==> config.mk <==
export PLATFORM = sky130hd
export DESIGN_NAME = sla_ctrl
export DESIGN_NICKNAME = d
export VERILOG_FILES = /design/src/sla_pkg.sv /design/src/sla_ctrl.sv
export SDC_FILE = /design/constraint.sdc
export NUM_CORES = 2
export LEC_CHECK = 0
export ABC_AREA = 1
export BUFFER_PORTS_ARGS = -buffer_cell sky130_fd_sc_hd__buf_2
export CORE_ASPECT_RATIO = 1.5
export CORE_UTILIZATION = 41
export DETAILED_ROUTE_END_ITERATION = 7
export GPL_TIMING_DRIVEN = 0
export PLACE_DENSITY = 0.67
export SYNTH_ARGS = -nofsm -noshare
export SYNTH_HDL_FRONTEND = slang
export SYNTH_SLANG_ARGS = --single-unit
==> constraint.sdc <==
create_clock -name core_clk -period 3.3 [get_ports core_clk]
set_clock_uncertainty 0.15 [all_clocks]
set_input_delay 0.495 -clock core_clk [delete_from_list [all_inputs] [get_ports core_clk]]
set_output_delay 0.495 -clock core_clk [all_outputs]
set_load 0.05 [all_outputs]
==> src/sla_pkg.sv <==
// Purpose: Constants for the secure life-cycle and access control block
// Assumes: APB register map, 32-bit data, one word per register
// Notes:   Constants only; no logic lives here
// Function
// - Power-on reset loads every register, MPU included, with its default
// - ROM and flash access attributes take defaults at reset
// - MPU holds base, limit and attribute per flash and RAM partition
// - User-mode accesses checked against partition attributes set by privileged code
// - Mode selector sets ROM and flash protection attributes for user mode
// - Normal mode, once entered, can never return to test mode
// - Test mode entered only with the correct administrator password
// - Normal mode rejects every test-mode command
// - Functional test operations offered only in test mode
// - Traceability area writable only in test mode, read-only afterwards
// - Exactly one boot domain at a time, ROM or flash
// - Boot mode locked after switching to flash; later changes blocked
// - Loader commands accepted in ROM boot, refused in flash boot
// - Locked flash boot denies loader flash reads and writes
// - ROM hiding makes ROM inaccessible; ROM accesses then denied
// - Flash read-only attribute refuses flash writes
// - Reset randomizes triple-DES key registers; overwrite destroys old key
// - Reset randomizes AES key registers; overwrite destroys old key
// - Invalid or prohibited address accesses are flagged
package sla_pkg;
  // ---------------------------------------------------------------
  // Register offsets
  // ---------------------------------------------------------------
  localparam logic [7:0] OFF_LIFE   = 8'h00;
  localparam logic [7:0] OFF_PASS   = 8'h04;
  localparam logic [7:0] OFF_BOOT   = 8'h08;
  localparam logic [7:0] OFF_MODESEL = 8'h0c;
  localparam logic [7:0] OFF_STAT   = 8'h10;
  localparam logic [7:0] OFF_MPU    = 8'h40;
  localparam logic [7:0] OFF_MPU_E  = 8'h80;
  localparam logic [7:0] OFF_KEY    = 8'h80;
  localparam logic [7:0] OFF_KEY_E  = 8'hb8;
  localparam logic [1:0] FLD_BASE   = 2'h0;
  localparam logic [1:0] FLD_LIMIT  = 2'h1;
  localparam logic [1:0] FLD_ATTR   = 2'h2;
  // ---------------------------------------------------------------
  // Sizes and field positions
  // ---------------------------------------------------------------
  localparam int NPART      = 2;
  localparam int NREG       = 2 * NPART;
  localparam int KEY_WORDS  = 14;
  localparam int TDES_WORDS = 6;
  localparam int BOOT_FLASH = 0;
  localparam int BOOT_LOCK  = 1;
  localparam int OPR_HIDE   = 0;
  localparam int OPR_RO     = 1;
  localparam int OPR_RUSER  = 2;
  localparam int OPR_FUSER  = 3;
  localparam int ATTR_UR    = 0;
  localparam int ATTR_UW    = 1;
  localparam int ST_VIOL    = 0;
  // ---------------------------------------------------------------
  // Reset values
  // ---------------------------------------------------------------
  localparam logic [3:0]  OPR_RST   = 4'hc;
  localparam logic [1:0]  ATTR_RST  = 2'h0;
  localparam logic [31:0] BASE_RST  = 32'h0000_0000;
  localparam logic [31:0] LIMIT_RST = 32'h0000_0000;
  localparam logic [31:0] KEY_RST   = 32'h0000_0000;
  // ---------------------------------------------------------------
  // Memory map
  // ---------------------------------------------------------------
  localparam logic [31:0] ROM_LO   = 32'h0000_0000;
  localparam logic [31:0] ROM_HI   = 32'h0000_ffff;
  localparam logic [31:0] FLASH_LO = 32'h0010_0000;
  localparam logic [31:0] FLASH_HI = 32'h001f_ffff;
  localparam logic [31:0] TRACE_LO = 32'h001f_f000;
  localparam logic [31:0] RAM_LO   = 32'h0020_0000;
  localparam logic [31:0] RAM_HI   = 32'h0020_ffff;

  typedef enum logic [1:0] {PH_LOAD, PH_FILL, PH_RUN} sla_phase_t;
endpackage

==> src/sla_ctrl.sv <==
// Purpose: Life-cycle, boot domain, memory protection and key reset logic
// Assumes: APB slave with zero wait state; memory answers in the request cycle
// Notes:   All outputs registered; pprot[0] high marks privileged software
//
// The register addresses and register access over APB were chosen for this implementation.
`timescale 1ns/1ns
`default_nettype none
module sla_ctrl #(
  parameter logic [31:0] TEST_PASSWORD = 32'h5a5a_a5a5  // arbitrary value
) (
  input  wire logic        core_clk,
  input  wire logic        rst_b,
  input  wire logic        psel,
  input  wire logic        penable,
  input  wire logic        pwrite,
  input  wire logic [7:0]  paddr,
  input  wire logic [31:0] pwdata,
  input  wire logic [2:0]  pprot,
  output logic [31:0]      prdata,
  output logic             pready,
  output logic             pslverr,
  input  wire logic        mem_req,
  input  wire logic        mem_we,
  input  wire logic        mem_user,
  input  wire logic        mem_loader,
  input  wire logic [31:0] mem_addr,
  input  wire logic [31:0] mem_rdata_in,
  output logic             mem_grant,
  output logic             mem_deny,
  output logic [31:0]      mem_rdata,
  input  wire logic        apdu_valid,
  output logic             apdu_accept,
  output logic             apdu_reject,
  input  wire logic        tcmd_valid,
  output logic             tcmd_accept,
  output logic             tcmd_reject,
  input  wire logic        nv_normal,
  input  wire logic        nv_flash_boot,
  input  wire logic        nv_boot_lock,
  output logic             nv_set_normal,
  output logic             nv_set_lock,
  input  wire logic [31:0] rng_data,
  output logic [191:0]     tdes_key,
  output logic [255:0]     aes_key,
  output logic             key_ready
);
  // ---------------------------------------------------------------
  // State
  // ---------------------------------------------------------------
  sla_pkg::sla_phase_t phase_r;
  logic [3:0]  fill_r;
  logic        normal_r;
  logic        test_auth_r;
  logic        flash_r;
  logic        lock_r;
  logic        viol_r;
  logic [3:0]  opr_r;
  logic [31:0] base_r  [sla_pkg::NREG];
  logic [31:0] limit_r [sla_pkg::NREG];
  logic [1:0]  attr_r  [sla_pkg::NREG];
  logic [31:0] key_r   [sla_pkg::KEY_WORDS];
  logic        pready_r;
  logic        pslverr_r;
  logic        grant_r;
  logic        deny_r;
  logic        apdu_acc_r;
  logic        apdu_rej_r;
  logic        tcmd_acc_r;
  logic        tcmd_rej_r;
  logic        set_norm_r;
  logic        set_lock_r;
  logic [31:0] prdata_r;
  logic [31:0] mrdata_r;

  // ---------------------------------------------------------------
  // Register decode
  // ---------------------------------------------------------------
  wire       run     = (phase_r == sla_pkg::PH_RUN);
  wire       test_md = test_auth_r & ~normal_r & run;
  wire       priv    = pprot[0];
  wire       setup   = psel & ~penable;
  wire       wr_acc  = psel & penable & pready_r & pwrite & ~pslverr_r;
  wire       sel_life = (paddr == sla_pkg::OFF_LIFE);
  wire       sel_pass = (paddr == sla_pkg::OFF_PASS);
  wire       sel_boot = (paddr == sla_pkg::OFF_BOOT);
  wire       sel_opr  = (paddr == sla_pkg::OFF_MODESEL);
  wire       sel_stat = (paddr == sla_pkg::OFF_STAT);
  wire [7:0] mpu_off  = paddr - sla_pkg::OFF_MPU;
  wire [7:0] key_off  = paddr - sla_pkg::OFF_KEY;
  wire [1:0] fld      = paddr[3:2];
  wire [1:0] ridx     = mpu_off[5:4];
  wire [3:0] kidx     = key_off[5:2];
  wire       sel_mpu  = (paddr >= sla_pkg::OFF_MPU) & (paddr < sla_pkg::OFF_MPU_E)
                        & (fld != 2'h3);
  wire       sel_key  = (paddr >= sla_pkg::OFF_KEY) & (paddr < sla_pkg::OFF_KEY_E);
  wire       mapped   = sel_life | sel_pass | sel_boot | sel_opr | sel_stat
                        | sel_mpu | sel_key;
  // Password is honoured only before the one-way switch
  wire       pass_ok  = (pwdata == TEST_PASSWORD) & ~normal_r;
  wire [31:0] mpu_rd  = (fld == sla_pkg::FLD_BASE)  ? base_r[ridx] :
                        (fld == sla_pkg::FLD_LIMIT) ? limit_r[ridx] :
                        {30'h0, attr_r[ridx]};
  // Keys and password are write-only so a read never leaks them
  wire [31:0] rd_val  = sel_life ? {31'h0, normal_r} :
                        sel_boot ? {30'h0, lock_r, flash_r} :
                        sel_opr  ? {28'h0, opr_r} :
                        sel_stat ? {27'h0, lock_r, flash_r, normal_r, test_md, viol_r} :
                        sel_mpu  ? mpu_rd : 32'h0;

  // ---------------------------------------------------------------
  // Access check
  // ---------------------------------------------------------------
  wire in_rom   = (mem_addr <= sla_pkg::ROM_HI);
  wire in_flash = (mem_addr >= sla_pkg::FLASH_LO) & (mem_addr <= sla_pkg::FLASH_HI);
  wire in_ram   = (mem_addr >= sla_pkg::RAM_LO) & (mem_addr <= sla_pkg::RAM_HI);
  wire in_trace = (mem_addr >= sla_pkg::TRACE_LO) & in_flash;
  logic [sla_pkg::NREG-1:0] part_hit;
  genvar g;
  for (g = 0; g < sla_pkg::NREG; g++) begin : g_part
    assign part_hit[g] = (mem_addr >= base_r[g]) & (mem_addr <= limit_r[g])
                         & ((g < sla_pkg::NPART) ? in_flash : in_ram)
                         & (mem_we ? attr_r[g][sla_pkg::ATTR_UW]
                                   : attr_r[g][sla_pkg::ATTR_UR]);
  end
  wire bad_addr  = ~(in_rom | in_flash | in_ram);
  wire rom_block = in_rom & (opr_r[sla_pkg::OPR_HIDE]
                   | (mem_user & ~opr_r[sla_pkg::OPR_RUSER]) | mem_we);
  wire fl_block  = in_flash & ((mem_we & opr_r[sla_pkg::OPR_RO])
                   | (mem_user & ~opr_r[sla_pkg::OPR_FUSER]));
  wire tr_block  = in_trace & mem_we & ~test_md;
  wire ld_block  = in_flash & mem_loader & flash_r & lock_r;
  // User mode needs a matching partition
  wire usr_block = mem_user & (in_flash | in_ram) & ~(|part_hit);
  // Nothing is granted until start-up has finished
  wire deny      = ~run | bad_addr | rom_block | fl_block | tr_block | ld_block | usr_block;

  // ---------------------------------------------------------------
  // Start-up: load persistent state, then fill keys
  // ---------------------------------------------------------------
  always_ff @(posedge core_clk or negedge rst_b) begin
    if (!rst_b) begin
      phase_r <= sla_pkg::PH_LOAD;
      fill_r  <= 4'h0;
    end else begin
      case (phase_r)
        sla_pkg::PH_LOAD: phase_r <= sla_pkg::PH_FILL;
        sla_pkg::PH_FILL: begin
          // Count stops one past the last key word via the phase change
          fill_r <= fill_r + 4'h1;
          if (fill_r == 4'(sla_pkg::KEY_WORDS - 1)) begin
            phase_r <= sla_pkg::PH_RUN;
          end
        end
        sla_pkg::PH_RUN:  phase_r <= sla_pkg::PH_RUN;
        default:          phase_r <= sla_pkg::PH_LOAD;
      endcase
    end
  end

  // ---------------------------------------------------------------
  // Life cycle and boot domain
  // ---------------------------------------------------------------
  // Defaults at power-on reset
  always_ff @(posedge core_clk or negedge rst_b) begin
    if (!rst_b) begin
      normal_r    <= 1'b0;
      test_auth_r <= 1'b0;
      flash_r     <= 1'b0;
      lock_r      <= 1'b0;
      set_norm_r  <= 1'b0;
      set_lock_r  <= 1'b0;
    end else begin
      set_norm_r <= 1'b0;
      set_lock_r <= 1'b0;
      if (phase_r == sla_pkg::PH_LOAD) begin
        normal_r <= nv_normal;
        flash_r  <= nv_flash_boot | nv_boot_lock;
        lock_r   <= nv_boot_lock;
      end else if (wr_acc) begin
        if (sel_life & pwdata[0] & ~normal_r) begin
          normal_r   <= 1'b1;
          set_norm_r <= 1'b1;
        end
        if (sel_pass & pass_ok) begin
          test_auth_r <= 1'b1;
        end
        if (sel_boot & ~lock_r) begin
          flash_r <= pwdata[sla_pkg::BOOT_FLASH];
          lock_r  <= pwdata[sla_pkg::BOOT_LOCK] & pwdata[sla_pkg::BOOT_FLASH];
          set_lock_r <= pwdata[sla_pkg::BOOT_LOCK] & pwdata[sla_pkg::BOOT_FLASH];
        end
      end
    end
  end

  // ---------------------------------------------------------------
  // Attributes, MPU and violation flag
  // ---------------------------------------------------------------
  // Attribute defaults
  always_ff @(posedge core_clk or negedge rst_b) begin
    if (!rst_b) begin
      opr_r  <= sla_pkg::OPR_RST;
      viol_r <= 1'b0;
      for (int i = 0; i < sla_pkg::NREG; i++) begin
        base_r[i]  <= sla_pkg::BASE_RST;
        limit_r[i] <= sla_pkg::LIMIT_RST;
        attr_r[i]  <= sla_pkg::ATTR_RST;
      end
    end else begin
      // Hide and read-only only ever set
      if (wr_acc & sel_opr) begin
        opr_r <= {pwdata[3:2], opr_r[1:0] | pwdata[1:0]};
      end
      if (wr_acc & sel_mpu) begin
        if (fld == sla_pkg::FLD_BASE) base_r[ridx] <= pwdata;
        if (fld == sla_pkg::FLD_LIMIT) limit_r[ridx] <= pwdata;
        if (fld == sla_pkg::FLD_ATTR) attr_r[ridx] <= pwdata[1:0];
      end
      if ((mem_req & deny) | (tcmd_valid & ~test_md)) begin
        viol_r <= 1'b1;
      end else if (wr_acc & sel_stat & pwdata[sla_pkg::ST_VIOL]) begin
        viol_r <= 1'b0;
      end
    end
  end

  // ---------------------------------------------------------------
  // Key registers
  // ---------------------------------------------------------------
  // Random fill, software overwrite
  always_ff @(posedge core_clk or negedge rst_b) begin
    if (!rst_b) begin
      for (int i = 0; i < sla_pkg::KEY_WORDS; i++) key_r[i] <= sla_pkg::KEY_RST;
      key_ready <= 1'b0;
    end else begin
      key_ready <= run;
      if (phase_r == sla_pkg::PH_FILL) begin
        key_r[fill_r] <= rng_data;
      end else if (wr_acc & sel_key) begin
        key_r[kidx] <= pwdata;
      end
    end
  end
  // Word 0 sits at the low end of each key bus
  for (g = 0; g < sla_pkg::KEY_WORDS; g++) begin : g_key
    if (g < sla_pkg::TDES_WORDS) begin : g_tdes
      assign tdes_key[32*g +: 32] = key_r[g];
    end else begin : g_aes
      assign aes_key[32*(g-sla_pkg::TDES_WORDS) +: 32] = key_r[g];
    end
  end

  // ---------------------------------------------------------------
  // Bus and command answers
  // ---------------------------------------------------------------
  always_ff @(posedge core_clk or negedge rst_b) begin
    if (!rst_b) begin
      pready_r   <= 1'b0;
      pslverr_r  <= 1'b0;
      prdata_r   <= 32'h0;
      grant_r    <= 1'b0;
      deny_r     <= 1'b0;
      mrdata_r   <= 32'h0;
      apdu_acc_r <= 1'b0;
      apdu_rej_r <= 1'b0;
      tcmd_acc_r <= 1'b0;
      tcmd_rej_r <= 1'b0;
    end else begin
      pready_r  <= setup;
      // Unprivileged register access is refused like an unmapped one
      pslverr_r <= setup & ~(mapped & priv & run);
      prdata_r  <= (setup & mapped & priv & ~pwrite) ? rd_val : 32'h0;
      grant_r   <= mem_req & ~deny;
      deny_r    <= mem_req & deny;
      mrdata_r  <= (mem_req & ~deny & ~mem_we) ? mem_rdata_in : 32'h0;
      apdu_acc_r <= apdu_valid & run & ~flash_r;
      apdu_rej_r <= apdu_valid & ~(run & ~flash_r);
      // Test commands only in test mode
      tcmd_acc_r <= tcmd_valid & test_md;
      tcmd_rej_r <= tcmd_valid & ~test_md;
    end
  end

  // Ports mirror the answer flops directly
  assign prdata        = prdata_r;
  assign pready        = pready_r;
  assign pslverr       = pslverr_r;
  assign mem_grant     = grant_r;
  assign mem_deny      = deny_r;
  assign mem_rdata     = mrdata_r;
  assign apdu_accept   = apdu_acc_r;
  assign apdu_reject   = apdu_rej_r;
  assign tcmd_accept   = tcmd_acc_r;
  assign tcmd_reject   = tcmd_rej_r;
  assign nv_set_normal = set_norm_r;
  assign nv_set_lock   = set_lock_r;
endmodule // sla_ctrl
`default_nettype wire

==> impl_summary.log <==
INFO  metric outcome = complete, but fails checks
INFO  metric violations = negative setup slack
INFO  metric max-cap-violations = 0
INFO  metric synth_ff_type = sky130_fd_sc_hd__dfrtp_1
INFO  metric power.static_leakage = 23.41 nW
INFO  metric timing.final.setup_violations = 16
INFO  metric synth_enable_flop_cells = 0
INFO  metric clock_tree_from_tritoncts = done
INFO  metric post_synth.cell_area_avg = 9.124 um^2
INFO  metric critPathLaunch = paddr[2]
INFO  metric h-tree-depth = 3
INFO  metric clock_path_buffers = 3
INFO  metric critical_path.endpoint_type = register
INFO  metric globalRouteOverflowTotal = 0
INFO  metric place.port_buffers = 671
INFO  metric chipHeight = 395.0 um
INFO  metric floorplan.initialDensity = 41.54%
INFO  metric worst_hold_path.num_cells = 3
INFO  metric timing_worst_slew_pin_value = 1.308 ns
INFO  metric wirelength = 191.7 mm
INFO  metric grt_use_total = 36.06%
INFO  metric die-area = 0.1043 mm^2
INFO  metric hp-start = pwdata[1]
INFO  metric flop_and_latch_count_out_of_synthesis = 802
INFO  metric rsz0062_at_grt = true
INFO  metric num-nets-final = 5897
INFO  metric syn-num-nets = 5043
INFO  metric ctsRootBufferMaster = sky130_fd_sc_hd__clkbuf_16
INFO  metric crit-reg2reg-launch = phase_r[1]
INFO  metric clkLatencyLatePin = 0.71 ns
INFO  metric place.detailed.hpwl = 146.1 mm
INFO  metric synthMuxAreaShare = 9.461%
INFO  metric postLayoutCoreUtil = 50.69%
INFO  metric synth_async_sr_flop_share = 100.0%
INFO  metric dr_total_vias = 40.31k
INFO  metric cells_after_synthesis = 4627
INFO  metric clock_sinks = 802
INFO  metric timing.critical_path.required = 3.67 ns
INFO  metric antenna_found_initial = 22
INFO  metric area_growth_syn_to_layout = 22.04%
INFO  metric yosys.area_share.xor_xnor = 0.06224%
INFO  metric grt_start_max_net_pins = 117
INFO  metric remaining_drc_errors = 0
INFO  metric worst-setup-path-type = in -> reg
INFO  metric critical_path_peak_fanout = 10
INFO  metric cts_inserted_buffers = 82
INFO  metric worst_ir_drop_vdd = 410.5 uV
INFO  metric grt_first_pass_wirelength = 273.7 mm
INFO  metric cp_data_arrival_time = 3.73 ns
INFO  metric placement_rows = 143
INFO  metric synth_compound_area_share = 16.24%
INFO  metric timing_max_transition_violations_final = 0
INFO  metric drt-wirelength-per-cell = 27.92 um
INFO  metric dr.pass1.iters = 6
INFO  metric syn_area = 0.04222 mm^2
INFO  metric layout_worst_path_cycle_share = 101.9%
INFO  metric start_kind = input port
INFO  metric dominant_combinational_cell_family_by_area_after_synthesis = compound AO/OA/AOI/OAI gates
INFO  metric max_freq = 0.2974 GHz
INFO  metric synth_warnings = 0
INFO  metric dieWidth = 264 um
INFO  metric yosys.area_share.simple = 11.03%
INFO  metric route.detailed.vias_per_inst = 5.872
INFO  metric place_congestion = 1.023
INFO  metric class_of_the_tightest_hold_or_removal_check = in -> reg
INFO  metric r2r_cells = 9
INFO  metric final-hold-violation-count = 0
INFO  metric first_global_vias = 40.31k
INFO  metric final_layout_size_suffix_gt1_share = 23.13%
INFO  metric layout_setup_ws = -0.06209 ns
INFO  metric synth_fa_ha_area_share = 7.795%
INFO  metric synth.distinct_cells = 48
INFO  metric layout_min_cycle_time = 3.362 ns
INFO  metric worst_slew_margin_rel = 12.83%
INFO  metric ios = 676
INFO  metric clkTransAtPathRegs = 0.06 ns
INFO  metric powerDensity = 459.7 mW/mm^2
INFO  metric drtAntennaViolNets = 0
INFO  metric drt_iter0_markers = 3802
INFO  metric placeableCoreArea = 0.1016 mm^2
INFO  metric p_total = 23.68 mW
INFO  metric synth_sequential_area_ratio = 47.55%
power by group:
part / internal, mW / switching (mW) / leakage (nW)
clock: 5.42 / 4.43 / 1.36
sequential: 10.1 / 0.205 / 9.93
combinational: 0.867 / 2.61 / 12.1
total: 16.4 / 7.24 / 23.4
registers in the layout, summed over array words and instances, names as in the netlist, 2 cells and up:
name	count
tdes_key	192
aes_key	256
fill_r	4
limit_r	128
opr_r	4
mem_rdata	32
phase_r	2
attr_r	8
base_r	128
prdata	32
per-stage QoR:
stage,cell area (um^2),setup WS [ns],instances,hold WS (ns),setup TNS [ns]
after floorplan,42220,0.8700,4627,0.04941,0
after global placement,47210,-15.94,6603,0.3058,-
after detailed placement,47420,-1.165,6610,0.3103,-450.15
after CTS,51290,0.002135,6850,0.001260,0
after global routing,51500,-0.02290,6859,0.03705,-0.06881
final,51520,-0.06209,6865,0.02922,-0.4150
what timing repair did:
item                                   4_1_cts  5_1_grt
pin swaps                                    6        4
hold buffers                                72        0
endpoints found under the hold margin      181        0
setup endpoints to repair                  412      332
cloned                                       0        1
setup buffers                               19        3
gates resized for setup                     33       51
synthesized netlist by cell type (all sizes together), types with 13 or more instances:
cell | n | area, um^2
nor2 | 305 | 1150
nand2 | 802 | 3013
ha | 263 | 3291
buf | 60 | 336.6
o21ai | 331 | 1657
a21oi | 203 | 1023
inv | 517 | 1941
clkbuf | 275 | 1032
nand4 | 26 | 162.7
o21a | 15 | 112.6
mux2 | 352 | 3964
dfrtp | 800 | 20020
a22oi | 20 | 150.1
nand3 | 28 | 140.1
o22ai | 482 | 3015
nor3 | 24 | 125.1
o31ai | 13 | 97.59
a31oi | 23 | 143.9
cells in the final DEF, fill, tap and decap left out, types with 8 or more instances in the layout:
master | synthesis | layout
sky130_fd_sc_hd__a21oi_1 | 201 | 200
sky130_fd_sc_hd__a221oi_1 | 8 | 8
sky130_fd_sc_hd__a22oi_1 | 20 | 20
sky130_fd_sc_hd__a31oi_1 | 23 | 23
sky130_fd_sc_hd__buf_12 | 0 | 8
sky130_fd_sc_hd__buf_2 | 35 | 704
sky130_fd_sc_hd__buf_4 | 18 | 34
sky130_fd_sc_hd__clkbuf_1 | 275 | 269
sky130_fd_sc_hd__clkbuf_16 | 0 | 83
sky130_fd_sc_hd__clkbuf_2 | 0 | 18
sky130_fd_sc_hd__clkbuf_8 | 0 | 17
sky130_fd_sc_hd__clkinv_2 | 0 | 18
sky130_fd_sc_hd__dfrtp_1 | 800 | 800
sky130_fd_sc_hd__diode_2 | 0 | 14
sky130_fd_sc_hd__dlygate4sd3_1 | 0 | 72
sky130_fd_sc_hd__ha_1 | 263 | 262
sky130_fd_sc_hd__inv_1 | 508 | 507
sky130_fd_sc_hd__inv_2 | 9 | 9
sky130_fd_sc_hd__mux2_1 | 33 | 33
sky130_fd_sc_hd__mux2_2 | 319 | 319
sky130_fd_sc_hd__nand2_1 | 801 | 794
sky130_fd_sc_hd__nand2_2 | 1 | 8
sky130_fd_sc_hd__nand3_1 | 28 | 26
sky130_fd_sc_hd__nand4_1 | 26 | 26
sky130_fd_sc_hd__nor2_1 | 303 | 300
sky130_fd_sc_hd__nor3_1 | 23 | 20
sky130_fd_sc_hd__o21a_1 | 15 | 15
sky130_fd_sc_hd__o21ai_0 | 326 | 326
sky130_fd_sc_hd__o221ai_1 | 12 | 12
sky130_fd_sc_hd__o22ai_1 | 482 | 482
sky130_fd_sc_hd__o31ai_1 | 13 | 13
sky130_fd_sc_hd__o32ai_4 | 1 | 10
critical path: stages:
cell and delay [ns]:
sky130_fd_sc_hd__buf_2 0.25, sky130_fd_sc_hd__nand2_1 0.15, sky130_fd_sc_hd__inv_1 0.13, sky130_fd_sc_hd__nor3_4 0.52, sky130_fd_sc_hd__inv_1 0.42, sky130_fd_sc_hd__nand4_1 0.35
sky130_fd_sc_hd__nand4_1 0.41, sky130_fd_sc_hd__buf_2 0.46, sky130_fd_sc_hd__nor3_1 0.51
path summary, 6_finish.rpt:
kind | endpoint | slack, ns
worst min-delay path | limit_r[1] | 0.03
worst max-delay path | prdata[30] | -0.06
min in group asynchronous | tdes_key[125] | 0.20
worst max register to register | tdes_key[165] | -0.03
worst min register to register | tdes_key[144] | 0.33
max in group asynchronous | tdes_key[132] | 0.55
cell type report:
cell class | instances | area, um^2
clock inverter | 34 | 445.4
multi-input combinational | 2970 | 19080
sequential | 802 | 20070
buffer | 332 | 1386
inverter | 520 | 1956
fill | 9622 | 50110
antenna | 14 | 35.03
tap | 1305 | 1633
timing repair buffer | 773 | 4564
clock buffer | 115 | 2346
cell families (layout without fill, tap and decap cells):
logic type / count (synthesis) / in the layout
flip-flops: 802 / 802
buffers and inverters: 855 / 1774
multiplexers: 355 / 355
XOR/XNOR: 3 / 3
other: 0 / 14
AO/OA/AOI/OAI: 1154 / 1154
adder cells (fa/ha/maj): 263 / 263
AND/OR/NAND/NOR: 1195 / 1195
per-layer routing:
layer  track usage (%)  wire (um)  vias up
met4             28.79      17220       28
met3             8.908      18010      714
met1             40.11      67050    19662
met5                 0        218        -
li1                  -          -    17556
met2             58.79      89190     2350
(Power assumes the default switching activity.)
